**src/rtl/tss_consts.svh**
```systemverilog
// constants for the trigger source select block
`ifndef TSS_CONSTS_SVH
`define TSS_CONSTS_SVH
`define TSS_SRC_FREE 2'h0
`define TSS_SRC_EXT 2'h1
`define TSS_SRC_BUS 2'h2
`define TSS_POL_RISE 1'h1
`define TSS_POL_FALL 1'h0
`define TSS_OPER_WAIT_BIT 5
`define TSS_OPER_WIDTH 16
`define TSS_QUEUE_DEPTH 4
`define TSS_QUEUE_AW 2
`endif

```
**src/rtl/tss_pkg.sv**
```systemverilog
// types for the trigger source select block
package tss_pkg;
  typedef enum logic [1:0] {
    TSS_SRC_FREE_RUN = 2'h0,
    TSS_SRC_EXTERNAL = 2'h1,
    TSS_SRC_BUS_CMD = 2'h2
  } tss_source_t;
  typedef enum logic [2:0] {
    TSS_IDLE = 3'h1,
    TSS_WAITING = 3'h2,
    TSS_FIRED = 3'h4
  } tss_state_t;
  typedef struct packed {
    tss_source_t source;
    logic edgePolarity;
  } tss_setting_t;
endpackage

```
**src/rtl/tss_cmd_queue.sv**
```systemverilog
// small in-order queue of immediate trigger commands
`timescale 1ns/1ps
`include "tss_consts.svh"
module tss_cmd_queue (
  input wire logic mclk,
  input wire logic reset_n,
  input wire logic pushValid,
  output logic pushReady,
  input wire logic popReady,
  output logic popValid
);
  logic [`TSS_QUEUE_AW:0] count_reg;
  logic [`TSS_QUEUE_AW:0] count_next;
  assign pushReady = (count_reg != 3'(`TSS_QUEUE_DEPTH));
  assign popValid = (count_reg != 3'h0);
  always_comb begin
    count_next = count_reg;
    if (pushValid && pushReady && !(popValid && popReady)) begin
      count_next = count_reg + 3'h1;
    end else if (!(pushValid && pushReady) && popValid && popReady) begin
      count_next = count_reg - 3'h1;
    end
  end
  always_ff @(posedge mclk) begin
    if (!reset_n) begin
      count_reg <= 3'h0;
    end else begin
      count_reg <= count_next;
    end
  end
endmodule

```
**src/rtl/tss_trigger_select.sv**
```systemverilog
// trigger source selection, edge detection and waiting status
// Notes on behaviour
// - the external edge polarity is settable to rising or falling, and preset forces falling.
// - the source setting holds free-run, external or bus, preset picks free-run, and it reads back.
// - in free-run the block fires as soon as it is armed.
// - in external mode a transition of the set polarity on the external input fires the block; after preset that is high-to-low.
// - in bus mode the star trigger, immediate trigger command or group execute trigger all fire it.
// - edges, star or group triggers arriving while not waiting have no effect; an immediate command popped from the queue while not waiting is dropped.
// - bit 5 of the operation condition word is 1 exactly while waiting to trigger.
// - immediate trigger commands are queued in order while group execute trigger acts at once.
`timescale 1ns/1ps
`include "tss_consts.svh"
module tss_trigger_select (
  input wire logic mclk,
  input wire logic reset_n,
  input wire logic preset,
  input wire logic settingWrite,
  input wire tss_pkg::tss_setting_t settingIn,
  output tss_pkg::tss_setting_t settingOut,
  input wire logic arm,
  input wire logic extTrigIn,
  input wire logic starTrgCmd,
  input wire logic immediateTriggerCommand,
  output logic immCmdReady,
  input wire logic groupExecTrig,
  input wire logic cmdDone,
  output logic triggerOut,
  output logic [`TSS_OPER_WIDTH-1:0] operCondition
);
  tss_pkg::tss_setting_t setting_reg;
  tss_pkg::tss_state_t state_reg;
  logic extPrev_reg;
  logic queuedTrig;
  logic popValid;
  logic waiting;
  logic extEdge;
  logic busTrig;
  logic fire;

  assign waiting = (state_reg == tss_pkg::TSS_WAITING);

  // preset wins over a write so the defaults are always reachable
  always_ff @(posedge mclk) begin
    if (!reset_n || preset) begin
      setting_reg.source <= tss_pkg::TSS_SRC_FREE_RUN;
      setting_reg.edgePolarity <= `TSS_POL_FALL;
    end else if (settingWrite && settingIn.source != tss_pkg::tss_source_t'(2'h3)) begin
      setting_reg <= settingIn;
    end
  end
  assign settingOut = setting_reg;

  always_ff @(posedge mclk) begin
    if (!reset_n) begin
      extPrev_reg <= 1'h1;
    end else begin
      extPrev_reg <= extTrigIn;
    end
  end
  // edge sense follows polarity; falling is the preset default
  assign extEdge = (setting_reg.edgePolarity == `TSS_POL_RISE) ? (extTrigIn && !extPrev_reg)
                                                               : (!extTrigIn && extPrev_reg);

  // queue drains one command per cycle; an entry popped while not waiting is simply dropped
  tss_cmd_queue u_queue (
    .mclk(mclk),
    .reset_n(reset_n),
    .pushValid(immediateTriggerCommand),
    .pushReady(immCmdReady),
    .popReady(cmdDone),
    .popValid(popValid)
  );
  assign queuedTrig = popValid && cmdDone;
  assign busTrig = starTrgCmd || queuedTrig || groupExecTrig;

  always_comb begin
    fire = 1'b0;
    if (waiting) begin
      case (setting_reg.source)
        tss_pkg::TSS_SRC_FREE_RUN: fire = 1'b1;
        tss_pkg::TSS_SRC_EXTERNAL: fire = extEdge;
        tss_pkg::TSS_SRC_BUS_CMD: fire = busTrig;
        default: fire = 1'b0;
      endcase
    end
  end

  always_ff @(posedge mclk) begin
    if (!reset_n || preset) begin
      state_reg <= tss_pkg::TSS_IDLE;
    end else begin
      case (state_reg)
        tss_pkg::TSS_IDLE: begin
          if (arm) begin
            state_reg <= tss_pkg::TSS_WAITING;
          end
        end
        tss_pkg::TSS_WAITING: begin
          if (fire) begin
            state_reg <= tss_pkg::TSS_FIRED;
          end
        end
        tss_pkg::TSS_FIRED: state_reg <= tss_pkg::TSS_IDLE;
        default: state_reg <= tss_pkg::TSS_IDLE;
      endcase
    end
  end

  // the wait bit is built from the next state so it lines up with state_reg
  always_ff @(posedge mclk) begin
    if (!reset_n || preset) begin
      triggerOut <= 1'b0;
      operCondition <= '0;
    end else begin
      triggerOut <= fire;
      operCondition <= '0;
      operCondition[`TSS_OPER_WAIT_BIT] <= (state_reg == tss_pkg::TSS_IDLE) ? arm
                                          : (waiting && !fire);
    end
  end

  property p_wait_bit;
    @(posedge mclk) disable iff (!reset_n)
    !preset && state_reg == tss_pkg::TSS_IDLE && arm |=> operCondition[`TSS_OPER_WAIT_BIT];
  endproperty
  a_wait_bit: assert property (p_wait_bit) else $error("arm did not raise the wait bit");
  property p_wait_tracks;
    @(posedge mclk) disable iff (!reset_n)
    operCondition[`TSS_OPER_WAIT_BIT] == waiting;
  endproperty
  a_wait_tracks: assert property (p_wait_tracks) else $error("wait bit differs from waiting state");
  property p_no_fire_idle;
    @(posedge mclk) disable iff (!reset_n)
    !waiting |=> !triggerOut;
  endproperty
  a_no_fire_idle: assert property (p_no_fire_idle) else $error("trigger while not waiting");
  property p_free_run;
    @(posedge mclk) disable iff (!reset_n)
    waiting && !preset && setting_reg.source == tss_pkg::TSS_SRC_FREE_RUN |=> triggerOut;
  endproperty
  a_free_run: assert property (p_free_run) else $error("free-run did not fire at once");
  property p_ext_fall;
    @(posedge mclk) disable iff (!reset_n)
    waiting && !preset && setting_reg.source == tss_pkg::TSS_SRC_EXTERNAL && setting_reg.edgePolarity == 1'b0
      && $fell(extTrigIn) |=> triggerOut;
  endproperty
  a_ext_fall: assert property (p_ext_fall) else $error("falling edge missed");
  property p_ext_pol;
    @(posedge mclk) disable iff (!reset_n)
    waiting && setting_reg.source == tss_pkg::TSS_SRC_EXTERNAL && setting_reg.edgePolarity == 1'b1
      && !$rose(extTrigIn) |=> !triggerOut;
  endproperty
  a_ext_pol: assert property (p_ext_pol) else $error("fired without rising edge");
  property p_get;
    @(posedge mclk) disable iff (!reset_n)
    waiting && !preset && setting_reg.source == tss_pkg::TSS_SRC_BUS_CMD && groupExecTrig |=> triggerOut;
  endproperty
  a_get: assert property (p_get) else $error("group trigger not immediate");
  property p_preset;
    @(posedge mclk) disable iff (!reset_n)
    preset |=> settingOut.source == tss_pkg::TSS_SRC_FREE_RUN && settingOut.edgePolarity == 1'b0;
  endproperty
  a_preset: assert property (p_preset) else $error("preset defaults wrong");
  property p_legal_src;
    @(posedge mclk) disable iff (!reset_n)
    settingOut.source != tss_pkg::tss_source_t'(2'h3);
  endproperty
  a_legal_src: assert property (p_legal_src) else $error("illegal source code");
  property p_cmd_q;
    @(posedge mclk) disable iff (!reset_n)
    popValid && cmdDone && waiting && !preset && setting_reg.source == tss_pkg::TSS_SRC_BUS_CMD |=> triggerOut;
  endproperty
  a_cmd_q: assert property (p_cmd_q) else $error("queued command did not fire");
  // preset beats a write at the same edge, so it is kept out of the antecedent
  property p_write_readback;
    @(posedge mclk) disable iff (!reset_n)
    !preset && settingWrite && settingIn.source != tss_pkg::tss_source_t'(2'h3) |=> settingOut == $past(settingIn);
  endproperty
  a_write_readback: assert property (p_write_readback) else $error("setting write not read back");
  property p_oper_clear;
    @(posedge mclk) disable iff (!reset_n)
    operCondition[`TSS_OPER_WIDTH-1:`TSS_OPER_WAIT_BIT+1] == '0 && operCondition[`TSS_OPER_WAIT_BIT-1:0] == '0;
  endproperty
  a_oper_clear: assert property (p_oper_clear) else $error("status bits other than wait are set");
  property p_pulse;
    @(posedge mclk) disable iff (!reset_n)
    triggerOut |=> !triggerOut;
  endproperty
  a_pulse: assert property (p_pulse) else $error("trigger pulse longer than one cycle");
  property p_ext_rise;
    @(posedge mclk) disable iff (!reset_n)
    waiting && !preset && setting_reg.source == tss_pkg::TSS_SRC_EXTERNAL && setting_reg.edgePolarity == `TSS_POL_RISE
      && $rose(extTrigIn) |=> triggerOut;
  endproperty
  a_ext_rise: assert property (p_ext_rise) else $error("rising edge missed");
  property p_bus_quiet;
    @(posedge mclk) disable iff (!reset_n)
    waiting && setting_reg.source == tss_pkg::TSS_SRC_BUS_CMD && !starTrgCmd && !groupExecTrig
      && !(popValid && cmdDone) |=> !triggerOut;
  endproperty
  a_bus_quiet: assert property (p_bus_quiet) else $error("bus mode fired without a command");
  property p_free_oper;
    @(posedge mclk) disable iff (!reset_n)
    waiting && !preset && setting_reg.source == tss_pkg::TSS_SRC_FREE_RUN |=> !operCondition[`TSS_OPER_WAIT_BIT];
  endproperty
  a_free_oper: assert property (p_free_oper) else $error("free-run left the wait bit set");
  property p_preset_out;
    @(posedge mclk) disable iff (!reset_n)
    preset |=> !triggerOut && operCondition == '0 && state_reg == tss_pkg::TSS_IDLE;
  endproperty
  a_preset_out: assert property (p_preset_out) else $error("preset left the block busy");
  // covers: one firing per source, and a group trigger past a full queue
  c_ext: cover property (@(posedge mclk) disable iff (!reset_n)
    setting_reg.source == tss_pkg::TSS_SRC_EXTERNAL && triggerOut);
  c_bus: cover property (@(posedge mclk) disable iff (!reset_n)
    setting_reg.source == tss_pkg::TSS_SRC_BUS_CMD && triggerOut);
  c_free: cover property (@(posedge mclk) disable iff (!reset_n)
    setting_reg.source == tss_pkg::TSS_SRC_FREE_RUN && triggerOut);
  c_full: cover property (@(posedge mclk) disable iff (!reset_n)
    !immCmdReady && groupExecTrig);
endmodule

```
**config.mk**
```make
export PLATFORM = sky130hd
export DESIGN_NAME = tss_trigger_select
export DESIGN_NICKNAME = d
export VERILOG_FILES = /design/src/rtl/tss_pkg.sv /design/src/rtl/tss_cmd_queue.sv /design/src/rtl/tss_trigger_select.sv
export VERILOG_INCLUDE_DIRS = /design/src /design/src/rtl
export SDC_FILE = /design/constraint.sdc
export NUM_CORES = 1
export LEC_CHECK = 0
export BUFFER_PORTS_ARGS = -buffer_cell sky130_fd_sc_hd__buf_2
export CAP_MARGIN = 15
export CORE_MARGIN = 8
export CORE_UTILIZATION = 41
export DETAILED_ROUTE_END_ITERATION = 10
export PLACE_DENSITY = 0.72
export REMOVE_ABC_BUFFERS = 1
export SETUP_SLACK_MARGIN = 0.5
export SLEW_MARGIN = 20
export SYNTH_ARGS = -nofsm -noshare
export SYNTH_HDL_FRONTEND = slang
export SYNTH_HIERARCHICAL = 1
export SYNTH_SLANG_ARGS = --single-unit
```
**constraint.sdc**
```tcl
create_clock -name mclk -period 1.7 [get_ports mclk]
set_clock_uncertainty 0.1 [all_clocks]
set_input_delay 0.085 -clock mclk [delete_from_list [all_inputs] [get_ports mclk]]
set_output_delay 0.085 -clock mclk [all_outputs]
set_load 0.1 [all_outputs]
```
==> PnR_summary.wiki <==
{| class="wikitable"
! Metric !! Value
|-
| Vertical die dimension || 60.2 µm
|-
| Primary flip-flop cell chosen by synthesis mapping || sky130_fd_sc_hd__dfxtp_1
|-
| Critical path data arrival time || 1800 ps
|-
| Post-synthesis sequential area ratio || 30.0%
|-
| # H-tree levels || 1
|-
| Nature of the critical path startpoint || register
|-
| Final Power || 1.34 mW
|-
| Largest net degree at the start of global routing || 13
|-
| Number of warnings issued by yosys || 6
|-
| Starting density of the core || a little over two fifths
|-
| Number of library cell types mapped by synthesis || 38
|-
| Post-route design area || 1070 µm²
|-
| Total die area || roughly 3600 µm²
|-
| Violations in the final reports || hold timing, setup timing
|-
| # setup viols final || 1
|-
| Cell area power density || 1260 nW/µm²
|-
| Cell type with the largest total area after synthesis || sky130_fd_sc_hd__dfxtp_1
|-
| Number of buffers between clock root and the deepest sink || 2
|-
| Setup slack on the worst flop-to-flop path || -1 ps
|-
| Cells after synthesis || 86
|-
| Grt total ovfl || 0
|-
| Number of antenna repair diodes || 0
|-
| Critical Path Sink Type || register
|-
| DRT Pass-1 Iters || 4
|-
| Shortest period the worst path allows || between 1500 and 2000 ps
|-
| Area of the placeable core || 1900 µm²
|-
| Highest ir drop seen on vdd || 607 µV
|-
| Hold WC Path Type || input pin to register
|-
| Gpl congestion || 0.761
|-
| Unrepaired setup endpoints after global routing || true
|-
| Max-capacitance violation count || 0
|-
| Post-synth EDFFs || 0
|-
| Antenna violations before repair || 0
|-
| Area Overhead vs Synth || 33.6%
|-
| Worst Slack Setup Final || -0.995 ps
|-
| Top cells by instance count after synthesis || sky130_fd_sc_hd__buf_4 (15), sky130_fd_sc_hd__dfxtp_1 (12), sky130_fd_sc_hd__nand3_1 (5)
|-
| Required time of the critical path || ~1800 ps
|-
| Count of state elements after synthesis || 12
|-
| Total count of max-transition violations in the final report || 0
|-
| Clock buffer count from CTS || 3
|-
| TritonCTS clock tree || done
|-
| Tot GR Track Use || 11.8%
|-
| Post-Route Hold Slack || -33.0 ps
|-
| Wire length of the first global-routing pass || 3.23 mm
|-
| Area of placed instances || 893 µm²
|-
| Most frequent cell after synthesis || sky130_fd_sc_hd__buf_4
|-
| Leakage dissipation || 0.481 nW
|-
| Number of I/O port buffers || 18
|-
| I/O pin count || 34
|-
| Clock network latency to the later pin of the worst-skew pair || about 290 ps
|-
| Final core utilization || about 56%
|-
| Timing-limited maximum frequency || 588 MHz
|-
| Final number of hold-violating endpoints || 1
|-
| Layout net count || around 140
|-
| Clock transition at the register clock pins on the worst setup and hold paths after CTS || 80 ps
|-
| Maximum fanout count along the critical path || 5
|-
| Overall die width || 60.2 µm
|-
| Vias in the first global route || 742
|-
| Vias per cell || 4.70
|-
| Post-route antenna net violation count || 0
|-
| Avg Inst Size Synth || a little over 9 µm²
|-
| Detailed-placement wirelength estimate || 1.38 mm
|-
| Rows || 16
|-
| Fraction of synthesis flops using an asynchronous set or reset pin || 0%
|-
| Fraction of layout instances using a drive strength above 1 || 38.0%
|-
| Wirelength per Cell || 13.2 µm
|-
| Clock sink count || 12
|-
| Synth area leaders || sky130_fd_sc_hd__dfxtp_1 (30%), sky130_fd_sc_hd__buf_4 (14%), sky130_fd_sc_hd__buf_6 (5.6%)
|-
| Vias post-DR || 696
|-
| Outcome || finished, violations left
|-
| Post-detailed-routing wire length || 1.96 mm
|-
| Root Driver || sky130_fd_sc_hd__clkbuf_4
|-
| Post-route DRC || 0
|-
| Post-route clock period utilization || 100%
|-
| Number of violations reported at the end of detailed-routing iteration 0 || 10
|-
| Type of the setup path with the least slack || register to register
|-
| Post-synth top area share || 30.0%
|-
| Combined area of all synthesized cells || about 800 µm²
|}
[worst max-delay path: stages (launching register included)]
cell and delay (ps):
sky130_fd_sc_hd__dfxtp_4 370, sky130_fd_sc_hd__o21ai_4 160, sky130_fd_sc_hd__nand3_2 100, sky130_fd_sc_hd__fa_2 380, sky130_fd_sc_hd__o31a_1 280, sky130_fd_sc_hd__o311ai_1 210
[timing repair]
item / in CTS / in global routing
setup endpoints to repair: 10 / 14
resized for setup: 10 / 12
hold endpoints to repair: 5 / 0
pin swaps: 2 / 4
buffers inserted: 0 / 3
hold buffers: 5 / 0
[stage by stage]
stage / hold WS, ps / std cells / setup WS [ps] / setup TNS [ps]
6_report: -33.0 / 148 / -0.995 / -0.995
5_1_grt: -0.0173 / 148 / -90.5 / -106
4_1_cts: -42.8 / 145 / 8.41 / 0
3_5_place_dp: 226 / 136 / -76.5 / -76.5
3_3_place_gp: 215 / 136 / 6.70 / 0
2_1_floorplan: 58.0 / 81 / -838 / -1750
[routing by layer]
layer | GRT usage, % | up-vias | wire length, µm
li1 | - | 351 | -
met1 | 12.3 | 315 | 767
met2 | 20.3 | 26 | 984
met3 | 4.09 | 4 | 169
met4 | 6.12 | 0 | 36
met5 | 0 | - | 0
[path summary, 6_finish.rpt]
path	startpoint	end	depth (start not counted)
min reg2reg	state_reg[2]$_SDFFE_PP0P_	state_reg[0]$_SDFFE_PP1P_	2
max	u_queue/count_reg[0]$_SDFFE_PN0P_	u_queue/count_reg[2]$_SDFFE_PN0P_	5
min	preset	state_reg[0]$_SDFFE_PP1P_	3
max reg2reg	u_queue/count_reg[0]$_SDFFE_PN0P_	u_queue/count_reg[2]$_SDFFE_PN0P_	5
[report_power, final]
part | switching (mW) | total (mW) | internal [mW]
Combinational | 0.430 | 0.730 | 0.300
Clock | 0.108 | 0.239 | 0.131
Sequential | 0.0494 | 0.375 | 0.326
[cell type report]
cell class | count | area [µm²]
Clock buffer | 4 | 36.3
Tap cell | 27 | 33.8
Timing Repair Buffer | 36 | 280
Sequential cell | 12 | 249
Multi-Input combinational cell | 68 | 465
Inverter | 1 | 3.75
Fill cell | 176 | 833
[placed cells by master, fill, tap and decap left out, types with 2 or more instances in the layout]
cell and n:
sky130_fd_sc_hd__conb_1 15, sky130_fd_sc_hd__buf_2 12, sky130_fd_sc_hd__buf_4 12, sky130_fd_sc_hd__dfxtp_1 9, sky130_fd_sc_hd__clkbuf_4 5, sky130_fd_sc_hd__dlygate4sd3_1 5
sky130_fd_sc_hd__nor2_1 4, sky130_fd_sc_hd__buf_6 4, sky130_fd_sc_hd__nand3_1 4, sky130_fd_sc_hd__o21ai_0 3, sky130_fd_sc_hd__nor2b_1 3, sky130_fd_sc_hd__nor3_1 3
sky130_fd_sc_hd__nand2b_1 2, sky130_fd_sc_hd__mux2i_1 2, sky130_fd_sc_hd__o311a_1 2, sky130_fd_sc_hd__nand2_1 2, sky130_fd_sc_hd__o21ai_1 2, sky130_fd_sc_hd__or3_1 2
sky130_fd_sc_hd__a211oi_1 2, sky130_fd_sc_hd__dfxtp_4 2
[cells by family after synthesis]
group                    after synthesis  share of synthesized area [%]
AO/OA/AOI/OAI                         19                           18.5
XOR/XNOR                               1                           1.10
adder cells (fa/ha/maj)                1                           2.50
buffers and inverters                 20                           20.2
flip-flops                            12                           30.0
multiplexers                           2                           2.50
other                                  1                          0.469
AND/OR/NAND/NOR                       30                           24.7
No activity file was read; power rests on OpenSTA's default activity.
